===== src/design/ats_pkg.sv =====
package ats_pkg;

	// Clock and timing
	localparam int CLK_PERIOD_NS = 20;
	localparam int BSY_RISE_NS = 400;
	localparam int BSY_RISE_CYC = BSY_RISE_NS / CLK_PERIOD_NS;
	localparam int DRQ2_US = 700;
	localparam int DRQ2_CYC = DRQ2_US * 1000 / CLK_PERIOD_NS;
	localparam int DRQ3_MS = 20;
	localparam int DRQ3_CYC = DRQ3_MS * 1000 * 1000 / CLK_PERIOD_NS;
	localparam int RECOVER_CYC = 4;
	localparam int TMR_W = 20;

	// Task file offsets
	localparam logic [3:0] OFS_ERR_FEAT = 4'h1;
	localparam logic [3:0] OFS_SEC_CNT = 4'h2;
	localparam logic [3:0] OFS_SEC_NUM = 4'h3;
	localparam logic [3:0] OFS_CYL_LO = 4'h4;
	localparam logic [3:0] OFS_CYL_HI = 4'h5;
	localparam logic [3:0] OFS_DRV_HEAD = 4'h6;
	localparam logic [3:0] OFS_STAT_CMD = 4'h7;
	localparam logic [3:0] OFS_ERR_ALT = 4'hD;
	localparam logic [3:0] OFS_ALT_DEVCTL = 4'hE;
	localparam logic [3:0] OFS_DRV_ADDR = 4'hF;

	// Status bit positions
	localparam int ST_BSY = 7;
	localparam int ST_RDY = 6;
	localparam int ST_DWF = 5;
	localparam int ST_DSC = 4;
	localparam int ST_DRQ = 3;
	localparam int ST_CORRECTED_ERROR_FLAG = 2;
	localparam int ST_IDX = 1;
	localparam int ST_ERR = 0;

	// Device control, drive/head and drive address fields
	localparam int DC_SRST = 2;
	localparam int DC_IEN = 1;
	localparam int DH_LBA = 6;
	localparam int DH_DRV = 4;
	localparam int DH_HS_HI = 3;
	localparam int DH_HS_LO = 0;
	localparam int DA_WTG = 6;
	localparam int DA_HS_HI = 5;
	localparam int DA_HS_LO = 2;
	localparam int DA_DS1_N = 1;
	localparam int DA_DS0_N = 0;

	// Values loaded by hardware
	localparam logic [7:0] SEC_CNT_RST = 8'h01;
	localparam logic [7:0] DH_RST = 8'hA0;
	localparam logic [7:0] DIAG_OK = 8'h01;
	localparam logic [7:0] ERR_ABORT = 8'h04;
	localparam logic [7:0] CPM_STANDBY = 8'h00;
	localparam logic [7:0] CPM_IDLE = 8'hFF;

	// Command codes decoded inside the block; seek codes still go to the back end
	localparam logic [7:0] CPM_CODE_A = 8'h98;
	localparam logic [7:0] CPM_CODE_B = 8'hE5;
	localparam logic [7:0] NOP_CODE = 8'h00;
	localparam logic [3:0] RECAL_HI = 4'h1;
	localparam logic [3:0] SEEK_HI = 4'h7;

	typedef enum logic [1:0] {CLS_1, CLS_2, CLS_3} ats_class_t;
	typedef enum logic [2:0] {ST_SRST, ST_RECOVER, ST_READY, ST_DISPATCH, ST_EXEC} ats_state_t;

	// Command table entry: code, acceptance class, drive and head both used
	typedef struct packed {
		logic [7:0] code;
		ats_class_t cls;
		logic head_full;
	} ats_cmd_ent_t;

	localparam int CMD_N = 33;
	localparam ats_cmd_ent_t CMD_TABLE [CMD_N] = '{
		'{8'h90, CLS_1, 1'b0}, '{8'hC0, CLS_1, 1'b1}, '{8'hEC, CLS_1, 1'b0}, '{8'hE3, CLS_1, 1'b0},
		'{8'h97, CLS_1, 1'b0}, '{8'hE1, CLS_1, 1'b0}, '{8'h95, CLS_1, 1'b0}, '{8'h91, CLS_1, 1'b1},
		'{8'hE4, CLS_1, 1'b0}, '{8'hC8, CLS_1, 1'b1}, '{8'hC4, CLS_1, 1'b1}, '{8'h20, CLS_1, 1'b1},
		'{8'h21, CLS_1, 1'b1}, '{8'h40, CLS_1, 1'b1}, '{8'h41, CLS_1, 1'b1}, '{8'h03, CLS_1, 1'b0},
		'{8'hEF, CLS_1, 1'b0}, '{8'hC6, CLS_1, 1'b0}, '{8'hE6, CLS_1, 1'b0}, '{8'h99, CLS_1, 1'b0},
		'{8'hE2, CLS_1, 1'b0}, '{8'h96, CLS_1, 1'b0}, '{8'hE0, CLS_1, 1'b0}, '{8'h94, CLS_1, 1'b0},
		'{8'h87, CLS_1, 1'b1}, '{8'hF5, CLS_1, 1'b1}, '{8'hE8, CLS_2, 1'b0}, '{8'hCA, CLS_2, 1'b1},
		'{8'h30, CLS_2, 1'b1}, '{8'h31, CLS_2, 1'b1}, '{8'h38, CLS_2, 1'b1}, '{8'hC5, CLS_3, 1'b1},
		'{8'hCD, CLS_3, 1'b1}
	};
	localparam int CMD_3C_IDX = 0;
	localparam logic [7:0] WRITE_VERIFY_CODE = 8'h3C;

	// Whole state of the task file front end
	typedef struct packed {
		ats_state_t st;
		logic [7:0] feature;
		logic [7:0] sec_cnt;
		logic [7:0] sec_num;
		logic [7:0] cyl_lo;
		logic [7:0] cyl_hi;
		logic [7:0] drv_head;
		logic [7:0] command;
		logic [7:0] error;
		logic [7:0] rdata;
		logic srst;
		logic ien_n;
		logic data_request_flag;
		logic err;
		logic corrected_error_flag;
		logic wf;
		logic pend;
		logic irq;
		logic start;
		ats_class_t cls;
		logic drive;
		logic [3:0] head;
		logic lba;
	} ats_tf_t;

	localparam ats_tf_t TF_RST = '{st: ST_SRST, sec_cnt: SEC_CNT_RST, drv_head: DH_RST,
		cls: CLS_1, default: '0};

endpackage


===== src/design/ats_taskfile.sv =====
`timescale 1ns/1ps
// Summary of operation
// Write fault sets status write fault flag
// Seek complete flag shows card ready
// Data request set on transfer need, next command clears
// Corrected error flag set, read continues
// Index flag always reads zero
// Error flag from failed command, next command clears
// Failing sector address left in address registers
// Device control accepted even while busy
// Soft reset held clears status, loads diagnostic
// Host writes zero to device control upper bits
// Interrupt disable bit gates request, zero at power-on
// Drive address bit 6 low during writes
// Drive address bits 5..2 inverted head bits
// Drive select bits low for active selected drive
// Host loads parameters, writes command when idle
// Class 1 raises busy within 400 ns
// Class 2: busy, data request in 700 us
// Class 3: busy, data request in 20 ms
// Decoder recognises listed codes and classes
// Power check in standby loads 00h, interrupts
// Power check while idle loads FFh, interrupts
// Drive-only commands ignore head bits
// Status read clears interrupt, alternate does not
// While busy task file writes blocked, bits invalid
// Busy shown during soft reset and recovery
module ats_taskfile
	import ats_pkg::*;
#(
	parameter int unsigned P_DRQ2_CYC = DRQ2_CYC,
	parameter int unsigned P_DRQ3_CYC = DRQ3_CYC
) (
	input wire logic ref_clk,
	input wire logic sys_rst,
	input wire logic [3:0] host_addr,
	input wire logic host_wr,
	input wire logic host_rd,
	input wire logic [7:0] host_wdata,
	output logic [7:0] host_rdata_q,
	output logic interrupt_request_out,
	output logic cmd_start_q,
	output logic [7:0] cmd_code_q,
	output ats_class_t cmd_class_q,
	output logic cmd_drive_q,
	output logic [3:0] cmd_head_q,
	output logic cmd_lba_q,
	output logic [7:0] tf_feature_q,
	output logic [7:0] tf_sec_cnt_q,
	output logic [7:0] tf_sec_num_q,
	output logic [7:0] tf_cyl_lo_q,
	output logic [7:0] tf_cyl_hi_q,
	input wire logic be_drq,
	input wire logic be_done,
	input wire logic be_err,
	input wire logic [7:0] be_err_code,
	input wire logic [27:0] be_fail_lba,
	input wire logic be_write_fault,
	input wire logic be_corrected,
	input wire logic be_write_active,
	input wire logic pwr_standby,
	input wire logic card_drive_num
);

	localparam int BSY_RISE_LIM = BSY_RISE_CYC;

	ats_tf_t s_q; // Registered state
	ats_tf_t s_d; // Next state
	logic busy; // Busy flag as reported
	logic rdy; // Card able to take commands
	logic [7:0] stat; // Status byte
	logic [7:0] drv_addr; // Drive address readback byte
	logic done_ev; // Back end ends the command
	logic cmd_acc; // Command write taken
	logic set_ev; // Interrupt source this cycle
	logic tmr_load; // Start deadline timer
	logic tmr_stop; // Cancel deadline timer
	logic [TMR_W-1:0] tmr_val; // Deadline in cycles
	logic tmr_exp; // Deadline reached
	logic dec_known; // Code is in the command set
	ats_class_t dec_cls; // Acceptance class
	logic dec_head_full; // Drive and head both used
	logic dec_cpm; // Power mode check
	logic dec_nop; // Finished as no-operation

	// Command decoder
	ats_cmd_decode u_dec (
		.code(s_q.command),
		.known(dec_known),
		.cls(dec_cls),
		.head_full(dec_head_full),
		.cpm(dec_cpm),
		.nop(dec_nop)
	);

	// Deadline for data request and reset recovery
	ats_timer u_tmr (
		.ref_clk(ref_clk),
		.sys_rst(sys_rst),
		.load(tmr_load),
		.stop(tmr_stop),
		.load_val(tmr_val),
		.expired(tmr_exp)
	);

	// Next state of the whole front end
	always_comb begin
		s_d = s_q;
		s_d.start = 1'b0;
		tmr_load = 1'b0;
		tmr_stop = 1'b0;
		tmr_val = '0;
		set_ev = 1'b0;
		busy = (s_q.st != ST_READY);
		rdy = (s_q.st != ST_SRST) && (s_q.st != ST_RECOVER);
		// Status byte; only busy is meaningful while busy
		stat = 8'h00;
		stat[ST_BSY] = busy;
		if (!busy) begin
			stat[ST_RDY] = rdy;
			stat[ST_DWF] = s_q.wf;
			stat[ST_DSC] = rdy;
			stat[ST_DRQ] = s_q.data_request_flag;
			stat[ST_CORRECTED_ERROR_FLAG] = s_q.corrected_error_flag;
			stat[ST_IDX] = 1'b0;
			stat[ST_ERR] = s_q.err;
		end
		// Drive address readback, bit 7 reads zero
		drv_addr = 8'h00;
		drv_addr[DA_WTG] = !be_write_active;
		drv_addr[DA_HS_HI:DA_HS_LO] = ~s_q.drv_head[DH_HS_HI:DH_HS_LO];
		drv_addr[DA_DS1_N] = !(rdy && s_q.drv_head[DH_DRV] && card_drive_num);
		drv_addr[DA_DS0_N] = !(rdy && !s_q.drv_head[DH_DRV] && !card_drive_num);
		done_ev = be_done && ((s_q.st == ST_EXEC) || ((s_q.st == ST_READY) && s_q.data_request_flag));
		cmd_acc = host_wr && (host_addr == OFS_STAT_CMD) && !busy && !s_q.srst;

		// Host reads
		if (host_rd) begin
			case (host_addr)
				OFS_ERR_FEAT, OFS_ERR_ALT: s_d.rdata = s_q.error;
				OFS_SEC_CNT: s_d.rdata = s_q.sec_cnt;
				OFS_SEC_NUM: s_d.rdata = s_q.sec_num;
				OFS_CYL_LO: s_d.rdata = s_q.cyl_lo;
				OFS_CYL_HI: s_d.rdata = s_q.cyl_hi;
				OFS_DRV_HEAD: s_d.rdata = s_q.drv_head;
				OFS_STAT_CMD: begin
					s_d.rdata = stat;
					s_d.pend = 1'b0;
				end
				OFS_ALT_DEVCTL: s_d.rdata = stat;
				OFS_DRV_ADDR: s_d.rdata = drv_addr;
				default: s_d.rdata = 8'h00;
			endcase
		end

		// Command sequencing
		unique case (s_q.st)
			ST_SRST: begin
				// Leave reset once the host drops the bit
				if (!s_q.srst) begin
					s_d.st = ST_RECOVER;
					tmr_load = 1'b1;
					tmr_val = TMR_W'(RECOVER_CYC);
				end
			end
			ST_RECOVER: begin
				if (tmr_exp) begin
					s_d.st = ST_READY;
					s_d.error = DIAG_OK;
				end
			end
			ST_READY: begin
				s_d.st = ST_READY;
			end
			ST_DISPATCH: begin
				s_d.cls = dec_cls;
				s_d.drive = s_q.drv_head[DH_DRV];
				s_d.head = dec_head_full ? s_q.drv_head[DH_HS_HI:DH_HS_LO] : 4'h0;
				s_d.lba = s_q.drv_head[DH_LBA];
				if (!dec_known) begin
					// Unknown code is aborted
					s_d.st = ST_READY;
					s_d.err = 1'b1;
					s_d.error = ERR_ABORT;
					set_ev = 1'b1;
				end else if (dec_cpm) begin
					s_d.st = ST_READY;
					s_d.sec_cnt = pwr_standby ? CPM_STANDBY : CPM_IDLE;
					set_ev = 1'b1;
				end else if (dec_nop) begin
					s_d.st = ST_READY;
					set_ev = 1'b1;
				end else begin
					// Hand the command to the back end
					s_d.start = 1'b1;
					s_d.st = ST_EXEC;
					if (dec_cls != CLS_1) begin
						tmr_load = 1'b1;
						tmr_val = (dec_cls == CLS_2) ? TMR_W'(P_DRQ2_CYC) : TMR_W'(P_DRQ3_CYC);
					end
				end
			end
			ST_EXEC: begin
				if (be_drq) begin
					// Data request and busy drop in the same cycle
					s_d.data_request_flag = 1'b1;
					s_d.st = ST_READY;
					tmr_stop = 1'b1;
				end else if (tmr_exp) begin
					// Buffer never became ready in time
					s_d.st = ST_READY;
					s_d.err = 1'b1;
					s_d.error = ERR_ABORT;
					set_ev = 1'b1;
				end
			end
		endcase

		// Command completion by the back end
		if (done_ev) begin
			s_d.st = ST_READY;
			s_d.data_request_flag = 1'b0;
			tmr_stop = 1'b1;
			s_d.err = be_err;
			set_ev = 1'b1;
			if (be_err) begin
				s_d.error = be_err_code;
				s_d.sec_num = be_fail_lba[7:0];
				s_d.cyl_lo = be_fail_lba[15:8];
				s_d.cyl_hi = be_fail_lba[23:16];
				s_d.drv_head[DH_HS_HI:DH_HS_LO] = be_fail_lba[27:24];
			end
		end

		// Host writes
		if (host_wr) begin
			if (host_addr == OFS_ALT_DEVCTL) begin
				// Taken even while busy; other bits ignored
				s_d.srst = host_wdata[DC_SRST];
				s_d.ien_n = host_wdata[DC_IEN];
			end else if (!busy) begin
				case (host_addr)
					OFS_ERR_FEAT, OFS_ERR_ALT: s_d.feature = host_wdata;
					OFS_SEC_CNT: s_d.sec_cnt = host_wdata;
					OFS_SEC_NUM: s_d.sec_num = host_wdata;
					OFS_CYL_LO: s_d.cyl_lo = host_wdata;
					OFS_CYL_HI: s_d.cyl_hi = host_wdata;
					OFS_DRV_HEAD: s_d.drv_head = host_wdata;
					OFS_STAT_CMD: begin
						if (cmd_acc) begin
							s_d.command = host_wdata;
							s_d.st = ST_DISPATCH;
							s_d.data_request_flag = 1'b0;
							s_d.err = 1'b0;
							s_d.corrected_error_flag = 1'b0;
							s_d.wf = 1'b0;
						end
					end
					default: s_d.wf = s_d.wf;
				endcase
			end
		end

		// Sticky events win over the command clear
		if (rdy && be_write_fault) begin
			s_d.wf = 1'b1;
		end
		if (rdy && be_corrected) begin
			s_d.corrected_error_flag = 1'b1;
		end
		if (set_ev) begin
			s_d.pend = 1'b1;
		end

		// Soft reset held: clear status, stay busy
		if (s_q.srst) begin
			s_d.st = ST_SRST;
			s_d.data_request_flag = 1'b0;
			s_d.err = 1'b0;
			s_d.corrected_error_flag = 1'b0;
			s_d.wf = 1'b0;
			s_d.pend = 1'b0;
			tmr_stop = 1'b1;
		end

		s_d.irq = s_d.pend && !s_d.ien_n;
	end

	// State register
	always_ff @(posedge ref_clk or posedge sys_rst) begin
		if (sys_rst) begin
			s_q <= TF_RST;
		end else begin
			s_q <= s_d;
		end
	end

	// Outputs straight from the state register
	assign host_rdata_q = s_q.rdata;
	assign interrupt_request_out = s_q.irq;
	assign cmd_start_q = s_q.start;
	assign cmd_code_q = s_q.command;
	assign cmd_class_q = s_q.cls;
	assign cmd_drive_q = s_q.drive;
	assign cmd_head_q = s_q.head;
	assign cmd_lba_q = s_q.lba;
	assign tf_feature_q = s_q.feature;
	assign tf_sec_cnt_q = s_q.sec_cnt;
	assign tf_sec_num_q = s_q.sec_num;
	assign tf_cyl_lo_q = s_q.cyl_lo;
	assign tf_cyl_hi_q = s_q.cyl_hi;
endmodule // ats_taskfile


===== src/design/ats_cmd_decode.sv =====
`timescale 1ns/1ps
module ats_cmd_decode
	import ats_pkg::*;
(
	input wire logic [7:0] code,
	output logic known,
	output ats_class_t cls,
	output logic head_full,
	output logic cpm,
	output logic nop
);

	// Table lookup plus the codes with wildcard low nibbles
	always_comb begin
		known = 1'b0;
		cls = CLS_1;
		head_full = 1'b0;
		cpm = (code == CPM_CODE_A) || (code == CPM_CODE_B);
		nop = (code == NOP_CODE) || (code[7:4] == RECAL_HI);
		// Power check and no-operation codes are known; both finish inside the block
		if (cpm || nop) begin
			known = 1'b1;
		end else if (code[7:4] == SEEK_HI) begin
			known = 1'b1;
			head_full = 1'b1;
		end else if (code == WRITE_VERIFY_CODE) begin
			known = 1'b1;
			cls = CLS_3;
			head_full = 1'b1;
		end
		// Scan the listed codes
		for (int i = CMD_3C_IDX; i < CMD_N; i++) begin
			if (CMD_TABLE[i].code == code) begin
				known = 1'b1;
				cls = CMD_TABLE[i].cls;
				head_full = CMD_TABLE[i].head_full;
			end
		end
	end

endmodule // ats_cmd_decode


===== src/design/ats_timer.sv =====
`timescale 1ns/1ps
module ats_timer
	import ats_pkg::*;
(
	input wire logic ref_clk,
	input wire logic sys_rst,
	input wire logic load,
	input wire logic stop,
	input wire logic [TMR_W-1:0] load_val,
	output logic expired
);

	// Down counter state
	typedef struct packed {
		logic [TMR_W-1:0] cnt;
		logic run;
		logic exp;
	} ats_tmr_t;

	ats_tmr_t t_q;
	ats_tmr_t t_d;

	// Load, stop or count down; one pulse at the end
	always_comb begin
		t_d = t_q;
		t_d.exp = 1'b0;
		if (load) begin
			t_d.cnt = load_val;
			t_d.run = 1'b1;
		end else if (stop) begin
			t_d.run = 1'b0;
		end else if (t_q.run) begin
			if (t_q.cnt <= TMR_W'(1)) begin
				t_d.run = 1'b0;
				t_d.exp = 1'b1;
			end else begin
				t_d.cnt = t_q.cnt - TMR_W'(1);
			end
		end
	end

	// State register
	always_ff @(posedge ref_clk or posedge sys_rst) begin
		if (sys_rst) begin
			t_q <= '0;
		end else begin
			t_q <= t_d;
		end
	end

	assign expired = t_q.exp;
endmodule // ats_timer


===== config.mk =====
export PLATFORM = sky130hd
export DESIGN_NAME = ats_taskfile
export DESIGN_NICKNAME = d
export VERILOG_FILES = /design/src/design/ats_pkg.sv /design/src/design/ats_taskfile.sv /design/src/design/ats_cmd_decode.sv /design/src/design/ats_timer.sv
export SDC_FILE = /design/constraint.sdc
export NUM_CORES = 1
export LEC_CHECK = 0
export ABC_CLOCK_PERIOD_IN_PS = 3800
export CAP_MARGIN = 10
export CORE_ASPECT_RATIO = 0.7
export CORE_MARGIN = 2
export CORE_UTILIZATION = 55
export CTS_CLUSTER_DIAMETER = 60
export DETAILED_ROUTE_END_ITERATION = 6
export DONT_BUFFER_PORTS = 1
export PLACE_DENSITY_LB_ADDON = 0.12
export SETUP_SLACK_MARGIN = 0.5
export SYNTH_ARGS = -nofsm -noshare
export SYNTH_HDL_FRONTEND = slang
export SYNTH_HIERARCHICAL = 1
export SYNTH_SLANG_ARGS = --single-unit
export TNS_END_PERCENT = 50

===== constraint.sdc =====
create_clock -name ref_clk -period 3.8 [get_ports ref_clk]
set_input_delay 0.19 -clock ref_clk [delete_from_list [all_inputs] [get_ports ref_clk]]
set_output_delay 0.19 -clock ref_clk [all_outputs]
set_load 0.005 [all_outputs]

==> summary.md, run 1 <==
| Metric | Value |
|---|---|
| Reg2Reg Setup Slack | 0.48 ns |
| Most frequent cell on the critical path | sky130_fd_sc_hd__or3b_4 |
| Arrival time worst endpoint | 3.62 ns |
| Via Count | 6005 |
| DIE WIDTH | 139 um |
| Sum of negative setup slack | 0 ns |
| Commonest non-fill, non-tap cells in the layout | sky130_fd_sc_hd__dfrtp_1 (105), sky130_fd_sc_hd__a21oi_1 (62), sky130_fd_sc_hd__nand2_1 (61) |
| Fraction of final layout cells sized beyond drive strength 1 | 0.188 |
| Post-Route WL | 21500 um |
| ANT nets after route | 0 |
| Sinks on Clock Net | 114 |
| Hold Startpoint | be_fail_lba[24] |
| CTS Buf Count | 17 |
| Flop and latch count out of synthesis | 114 |
| Clock Path Buffers | 2 |
| Reg2reg end | u_tmr/t_q[20] |
| Nature of the critical path endpoint | flop |
| Post-route DRC | 0 |
| Antenna diode count | 0 |
| Fraction of the yosys area taken by sequential cells | 0.408 |
| First-pass GRT wire length | 34000 um |
| Clock transition at path regs | 0.06 ns |
| Worst slew margin | 0.331 |
| Maximum clock frequency | 301 MHz |
| Status | finished, final reports clean |
| CTS tree | yes |
| Clock insertion delay at the later pin of the skew report | 0.43 ns |
| Final worst-path cycle share | 0.875 |
| Maximum vdd ir drop | 0.000406 V |
| Via count of the first global-routing pass | 5874 |
| NumNets Final | 817 |
| Initial drt markers | 686 |
| Area occupied by registers | 2860 um^2 |
| Total routing resource utilization after global routing | 0.323 |
| Count of fill cells added during filler insertion | 986 |
| Setup repair after global routing missed its margin | yes |
| Detailed-routed wire length on met3 | 2430 um |
| Critical path class | reg -> reg |
| Worst path cell trace | or3b_4 -> a2111oi_4 -> a211oi_2 -> nand3_2 -> a2111o_1 -> or3b_4 -> nor2_4 -> o21ai_2 -> nand2b_1 -> buf_4 -> inv_4 -> nand2_2 -> o21ai_4 -> buf_6 -> a222oi_1 -> nand2_1 |
| Std-Cell Core Area | 12400 um^2 |
| Power per cell area | 798 nW/um^2 |
| Number of endpoints with negative hold slack in the final report | 0 |
| Final-report max-slew violation count | 0 |
| CP Data Required Time | 4.10 ns |
| Slowest cell delay on critical path | 0.48 ns |
| Vert. Die Dim | 98.4 um |
| Logic depth of the worst register-to-register path | 16 |
| Instance count of the mapped netlist | 751 |
| DP HPWL | 14400 um |
| Leakage power figure | 3.32 nW |
| Antenna violations before repair | 0 |
| Cell with the largest stage delay on the worst path | sky130_fd_sc_hd__dfrtp_2 |
| Avg Cell Area, Syn | 9.32 um^2 |
| Worst-Margin Slew | 1.00 ns |
| Min Tclk post-route | 3.32 ns |
| Number of vias per cell after detailed routing | 6.46 |
| Master cell of the clock root buffer | sky130_fd_sc_hd__clkbuf_16 |
| Detailed-route wire length per cell | 23.1 um |
| Crit-path max FO | 8 |
| Row Count | 34 |
| Final clock skew | 0.0121 ns |
| Detailed-routed wire length on met2 | 9200 um |
| Number of maximum-capacitance violations | 0 |
| Final Total Pwr | 0.00644 W |
| DR pass1 iterations | 7 |
| End point of the worst hold path | s_q[41] |
| Most common cell after layout, fill and taps aside | sky130_fd_sc_hd__dfrtp_1 |
| Number of flops mapped to enable cells by yosys | 0 |
| Number of primary I/O pins | 126 |
| Synth-to-Final Area Change | 15.4% |
| Primary flip-flop cell chosen by synthesis mapping | sky130_fd_sc_hd__dfrtp_1 |
| Async S/R FF share, synth | 1.00 |
| Syn. warnings | 6 |
| Number of levels the H-tree was split into | 4 |
| Reg2Reg Launch Point | cmd_code_q[1] |
| Highest metal layer with signal wires | met4 |
| Final setup vio count | 0 |
| Crit start category | flop |
| Initial Utilization | 0.563 |
| Pin count of the biggest net entering global routing | 54 |
| Classification of the worst-slack hold path | in -> reg |
| Library cells used by synthesis | 86 |
| Post-synthesis instance area | 7000 um^2 |
| Die Footprint | 13700 um^2 |
| Area used by multi-input combinational logic | 3590 um^2 |
| Cells on Worst Hold Path | 2 |
| Routability cong. | 0.917 |
| Port-buffer cells | 0 |
| Overflow left after global routing | 0 |
| Wire length the detailed router placed on met1 | 9530 um |
worst max-delay path by stage:
| stage | start | endpoint | slack (ns) | cells past startpoint |
|---|---|---|---|---|
| after detailed placement | cmd_code_q[4] | u_tmr/t_q[13] | 0.10 | 14 |
| after global placement | cmd_code_q[6] | u_tmr/t_q[20] | 0.34 | 12 |
| after floorplan | cmd_code_q[1] | u_tmr/t_q[21] | 0.52 | 14 |
| final | cmd_code_q[1] | u_tmr/t_q[20] | 0.48 | 16 |
| after CTS | cmd_code_q[1] | u_tmr/t_q[21] | 0.53 | 15 |
| after global routing | cmd_code_q[4] | u_tmr/t_q[3] | 0.33 | 17 |
metal layers:
layer  track usage  vias to the layer above
li1              -                     2704
met1         0.476                     2934
met2         0.447                      331
met3         0.110                       36
met4         0.102                        0
met5             0                        -
cell type report:
class                           instances  share of cell area
Clock buffer                           18              0.0544
Clock inverter                         14              0.0206
Inverter                               24              0.0118
Multi-Input combinational cell        517               0.444
Sequential cell                       114               0.355
Tap cell                              162              0.0251
Timing Repair Buffer                   81              0.0891
power breakdown:
group | switching, W | internal (W)
Combinational | 0.00131 | 0.00107
Sequential | 0.000689 | 0.00171
Clock | 0.000651 | 0.00100
logic make-up (layout without fill, tap and decap cells):
kind of cell	count (synthesis)	count (layout)	synth area share
buf+inv	126	137	0.111
flops	114	114	0.408
mux	57	57	0.0853
fa+ha+maj	2	2	0.00358
simple gates	253	253	0.200
other cells	1	6	0.000536
xor+xnor	4	4	0.00501
compound gates	194	195	0.187
worst max-delay path: cells and delay by family, from the launching register on:
family,cells,cell delay [ns]
buffers and inverters,3,0.34
AO/OA/AOI/OAI,6,0.99
AND/OR/NAND/NOR,7,1.37
flip-flops,1,0.48
per-stage QoR:
step / setup slack [ns] / hold slack, ns / util / instance area [um^2] / instances
after CTS: 0.525 / 0.000569 / 0.638 / 7930 / 921
after global placement: 0.341 / 0.207 / 0.538 / 6680 / 833
after global routing: 0.326 / 0.0139 / 0.650 / 8070 / 930
after floorplan: 0.518 / 0.179 / - / 7030 / 756
final: 0.476 / 0.0110 / 0.650 / 8070 / 930
after detailed placement: 0.103 / 0.213 / 0.538 / 6680 / 833
sequential cells by signal, indices dropped and copies added, names as in the netlist, 2 cells and up:
| name | count |
|---|---|
| s_q | 26 |
| u_tmr/t_q | 21 |
| cmd_code_q | 8 |
| host_rdata_q | 8 |
| tf_cyl_hi_q | 8 |
| tf_cyl_lo_q | 8 |
| tf_feature_q | 8 |
| tf_sec_cnt_q | 8 |
| tf_sec_num_q | 8 |
| cmd_head_q | 4 |
| cmd_class_q | 2 |
cells in the mapped netlist, drive strengths merged, types with 3 or more instances:
cell type / n / area (um^2)
or2: 3 / 18.8
dfstp: 3 / 78.8
nor3: 12 / 71.3
inv: 23 / 86.3
o211ai: 9 / 67.6
and4: 3 / 28.8
mux2i: 36 / 360
a31oi: 5 / 31.3
o31a: 3 / 26.3
mux2: 21 / 236
nor3b: 6 / 50.1
nand2b: 11 / 68.8
nor4b: 3 / 32.5
a32oi: 5 / 43.8
nand2: 63 / 239
nand4: 6 / 37.5
dfrtp: 111 / 2780
o311ai: 7 / 61.3
nand3: 20 / 100
xnor2: 3 / 26.3
or3: 4 / 25.0
a211oi: 9 / 72.6
nor2b: 7 / 43.8
a21o: 4 / 30.0
a221o: 3 / 30.0
buf: 90 / 638
o21ai: 30 / 154
and3: 4 / 25.0
o2bb2ai: 8 / 70.1
nand3b: 16 / 120
o221ai: 4 / 35.0
a22o: 8 / 70.1
o22ai: 3 / 18.8
nor2: 57 / 214
or4: 5 / 46.3
o31ai: 5 / 37.5
a21oi: 65 / 333
nor4: 12 / 90.1
or3b: 7 / 61.3
a22oi: 8 / 60.1
clkbuf: 12 / 45.0
what timing repair did:
action                                  CTS  global route
setup buffers                            10             7
pin swaps                                 6            18
endpoints found under the setup margin   18            19
hold buffers                             46             0
gates resized for setup                  33            17
endpoints found under the hold margin   151             0
gates cloned                              0             2
Note: power is estimated with default switching activity, not from simulation.
==> inputs of run 2 (changes only) <==
Settings changed: ABC_AREA set to 1, CTS_BUF_LIST set to sky130_fd_sc_hd__clkbuf_4 sky130_fd_sc_hd__clkbuf_8.
==> run 2 against run 1 <==
Net effect: non-clock buffer count fell by 46; setup slack better by 0.45 ns; routed wire length is 11% higher; hold slack better by 0.032 ns; register-to-register slack better by 0.45 ns; sequential share of layout area fell by 0.83 points; maximum frequency is 16% higher; via count grew 26%; core utilization fell by 5.7 points; clock skew rose by 0.0084 ns; critical path depth rose by 1; global-route usage is 0.38 points lower.
==> summary.md, run 2 <==
| Metric | Value |
|---|---|
| Critical path class | reg -> reg |
| Cell with the largest stage delay on the worst path | sky130_fd_sc_hd__dfrtp_1 |
| DP HPWL | 17100 um |
| Fraction of final layout cells sized beyond drive strength 1 | 0.0918 |
| Number of vias per cell after detailed routing | 5.48 |
| Vert. Die Dim | 104 um |
| Post-synthesis instance area | 7850 um^2 |
| Final clock skew | 0.0205 ns |
| Largest cells by area after synthesis | sky130_fd_sc_hd__dfrtp_1 (35%), sky130_fd_sc_hd__nand2_1 (22%), sky130_fd_sc_hd__nand3_1 (9.4%), sky130_fd_sc_hd__buf_4 (6.3%), sky130_fd_sc_hd__inv_1 (5.8%) |
| Minimum setup slack after placement | 0.363 ns |
| Most common cell after layout, fill and taps aside | sky130_fd_sc_hd__nand2_1 |
| CP Data Required Time | 4.17 ns |
| Arrival time worst endpoint | 3.25 ns |
| Cell type contributing the most total cell area after synthesis | sky130_fd_sc_hd__dfrtp_1 |
| Syn. warnings | 6 |
| Maximum clock frequency | 348 MHz |
| Leakage power figure | 4.45 nW |
| Library cells used by synthesis | 38 |
| Row Count | 36 |
| Synth-to-Final Area Change | 5.07% |
| Crit start category | flop |
| Post-synth top area share | 0.354 |
| Flop and latch count out of synthesis | 114 |
| Number of maximum-capacitance violations | 0 |
| Top Family by Delay on Critical Path | simple AND/OR/NAND/NOR gates |
| Final worst-path cycle share | 0.757 |
| Sum of negative setup slack | 0 ns |
| Setup repair after global routing missed its margin | no |
| Power per cell area | 695 nW/um^2 |
| Most numerous cell in the Yosys netlist | sky130_fd_sc_hd__nand2_1 |
| Die Footprint | 15300 um^2 |
| Pin count of the biggest net entering global routing | 61 |
| Sinks on Clock Net | 114 |
| Maximum vdd ir drop | 0.000325 V |
| Classification of the worst-slack hold path | in -> reg |
| Number of flops mapped to enable cells by yosys | 0 |
| Overflow left after global routing | 0 |
| Clock transition at path regs | 0.08 ns |
| Master cell of the clock root buffer | sky130_fd_sc_hd__clkbuf_8 |
| Number of primary I/O pins | 126 |
| Final Total Pwr | 0.00573 W |
| Number of endpoints with negative hold slack in the final report | 0 |
| Async S/R FF share, synth | 1.00 |
| DIE WIDTH | 147 um |
| Routability cong. | 0.945 |
| Cells on Worst Hold Path | 3 |
| Registers with the most flip-flops | s_q: 26 flops, u_tmr/t_q: 21 flops |
| Worst-Margin Slew | 1.06 ns |
| Worst slew margin | 0.293 |
| Final-report max-slew violation count | 0 |
| Std-Cell Core Area | 13900 um^2 |
| Register with the highest flop count | s_q |
| Fraction of the yosys area taken by sequential cells | 0.364 |
| Initial drt markers | 688 |
| NumNets Final | 1236 |
| Initial Utilization | 0.564 |
| First-pass GRT wire length | 37800 um |
| Clock Path Buffers | 2 |
| DR pass1 iterations | 6 |
| Instance count of the mapped netlist | 1209 |
| Final setup vio count | 0 |
| Detailed-route wire length per cell | 17.3 um |
| Clock insertion delay at the later pin of the skew report | 0.45 ns |
| Logic depth of the worst register-to-register path | 17 |
| Most frequent cell on the critical path | sky130_fd_sc_hd__nand2_1 |
| Antenna violations before repair | 1 |
| Port-buffer cells | 0 |
| Post-Route WL | 23800 um |
| Core utilization of the finished layout | 0.592 |
| Worst path buffer plus inverter count | 2 |
| Post-route worst setup slack | 0.925 ns |
| Status | finished, final reports clean |
| Worst path cell trace | nand2_1 -> inv_1 -> nand2_1 -> nor2_1 -> a21oi_2 -> nand3_1 -> nor2_1 -> nand3_1 -> nand3_1 -> o21bai_4 -> nor2_4 -> inv_1 -> a21oi_1 -> o21ai_0 -> nand2_1 -> nand2_1 -> nand2_1 |
| CTS Buf Count | 17 |
| Post-route DRC | 0 |
| Max FFs per register | 26 |
| Number of logic stages on the critical path including buffering | 17 |
| Primary flip-flop cell chosen by synthesis mapping | sky130_fd_sc_hd__dfrtp_1 |
| Crit-path max FO | 14 |
| Slowest cell delay on critical path | 0.47 ns |
| Total routing resource utilization after global routing | 0.319 |
| Via count of the first global-routing pass | 6835 |
| ANT nets after route | 0 |
| Via Count | 7555 |
| CTS tree | yes |
| Avg Cell Area, Syn | 6.49 um^2 |
| Commonest cells post-synth | sky130_fd_sc_hd__nand2_1 (459), sky130_fd_sc_hd__nand3_1 (148), sky130_fd_sc_hd__inv_1 (121), sky130_fd_sc_hd__dfrtp_1 (111), sky130_fd_sc_hd__nor2_1 (100) |
| Min Tclk post-route | 2.88 ns |
| Number of levels the H-tree was split into | 4 |
| Nature of the critical path endpoint | flop |
| Commonest non-fill, non-tap cells in the layout | sky130_fd_sc_hd__nand2_1 (459), sky130_fd_sc_hd__nand3_1 (148), sky130_fd_sc_hd__inv_1 (119) |
run 2: cell count changes in the layout (fill, tap and decap cells not counted), moves of 21 or more:
cell,before,now
sky130_fd_sc_hd__nor2_1,55,99
sky130_fd_sc_hd__a21oi_1,62,12
sky130_fd_sc_hd__mux2i_1,36,0
sky130_fd_sc_hd__nand2_1,61,459
sky130_fd_sc_hd__inv_1,21,119
sky130_fd_sc_hd__nand3_1,19,148
sky130_fd_sc_hd__mux2_2,21,0
sky130_fd_sc_hd__o21ai_0,22,44
run 2: metal layers:
layer,vias to the layer above,GRT usage,part of all wire
met2,405,0.418,0.39
li1,3665,-,-
met1,3454,0.487,0.46
met3,31,0.125,0.14
met5,-,0,0
met4,0,0.0756,0.013
run 2: cells by family after synthesis:
group	after synthesis	synth area share
xor gates and xnor gates	1	0.00112
DFF	114	0.364
AOI/OAI and AO/OA	96	0.0692
buffers and inverters	230	0.148
and+or+nand+nor	765	0.414
adders and majority gates	2	0.00319
other	1	0.000478
run 2: path summary, 6_finish.rpt:
kind | start | endpoint | slack [ns]
min in group asynchronous | sys_rst | cmd_class_q[1] | 0.36
hold reg to reg | s_q[11] | s_q[11] | 0.48
setup reg to reg | cmd_code_q[6] | u_tmr/t_q[8] | 0.92
max in group asynchronous | sys_rst | s_q[44] | 2.51
setup / recovery | cmd_code_q[6] | u_tmr/t_q[8] | 0.92
hold / removal | be_done | u_tmr/expired | 0.04
run 2: final cells by class:
cell class                 instances  area, um^2
timing repair buffer              35         328
tap                              190         238
clock inverter                    13         175
sequential                       114        2860
antenna                            1        2.50
multi-input combinational        870        3870
fill                            1363        5670
clock buffer                      19         255
inverter                         136         517
run 2: timing repair:
action | CTS | global route
hold buffers | 26 | 0
hold endpoints to repair | 142 | 0
setup buffers | 0 | 3
endpoints found under the setup margin | 6 | 22
resized for setup | 1 | 4
run 2: per-stage QoR:
step,area (um^2),cells,hold slack (ns)
6_report,8250,1378,0.0426
5_1_grt,8250,1378,0.0282
4_1_cts,8200,1374,0.0242
3_5_place_dp,7510,1316,0.248
3_3_place_gp,7510,1316,0.248
2_1_floorplan,7870,1214,0.179
run 2: tightest hold or removal path: cells and delay by family:
family | cells | cell delay [ns]
AND/OR/NAND/NOR | 3 | 0.26
run 2: power breakdown:
part	switching, W	internal [W]	total (W)
sequential	0.000501	0.00160	0.00210
combinational	0.00158	0.000791	0.00237
clock	0.000582	0.000686	0.00127
total	0.00266	0.00307	0.00573
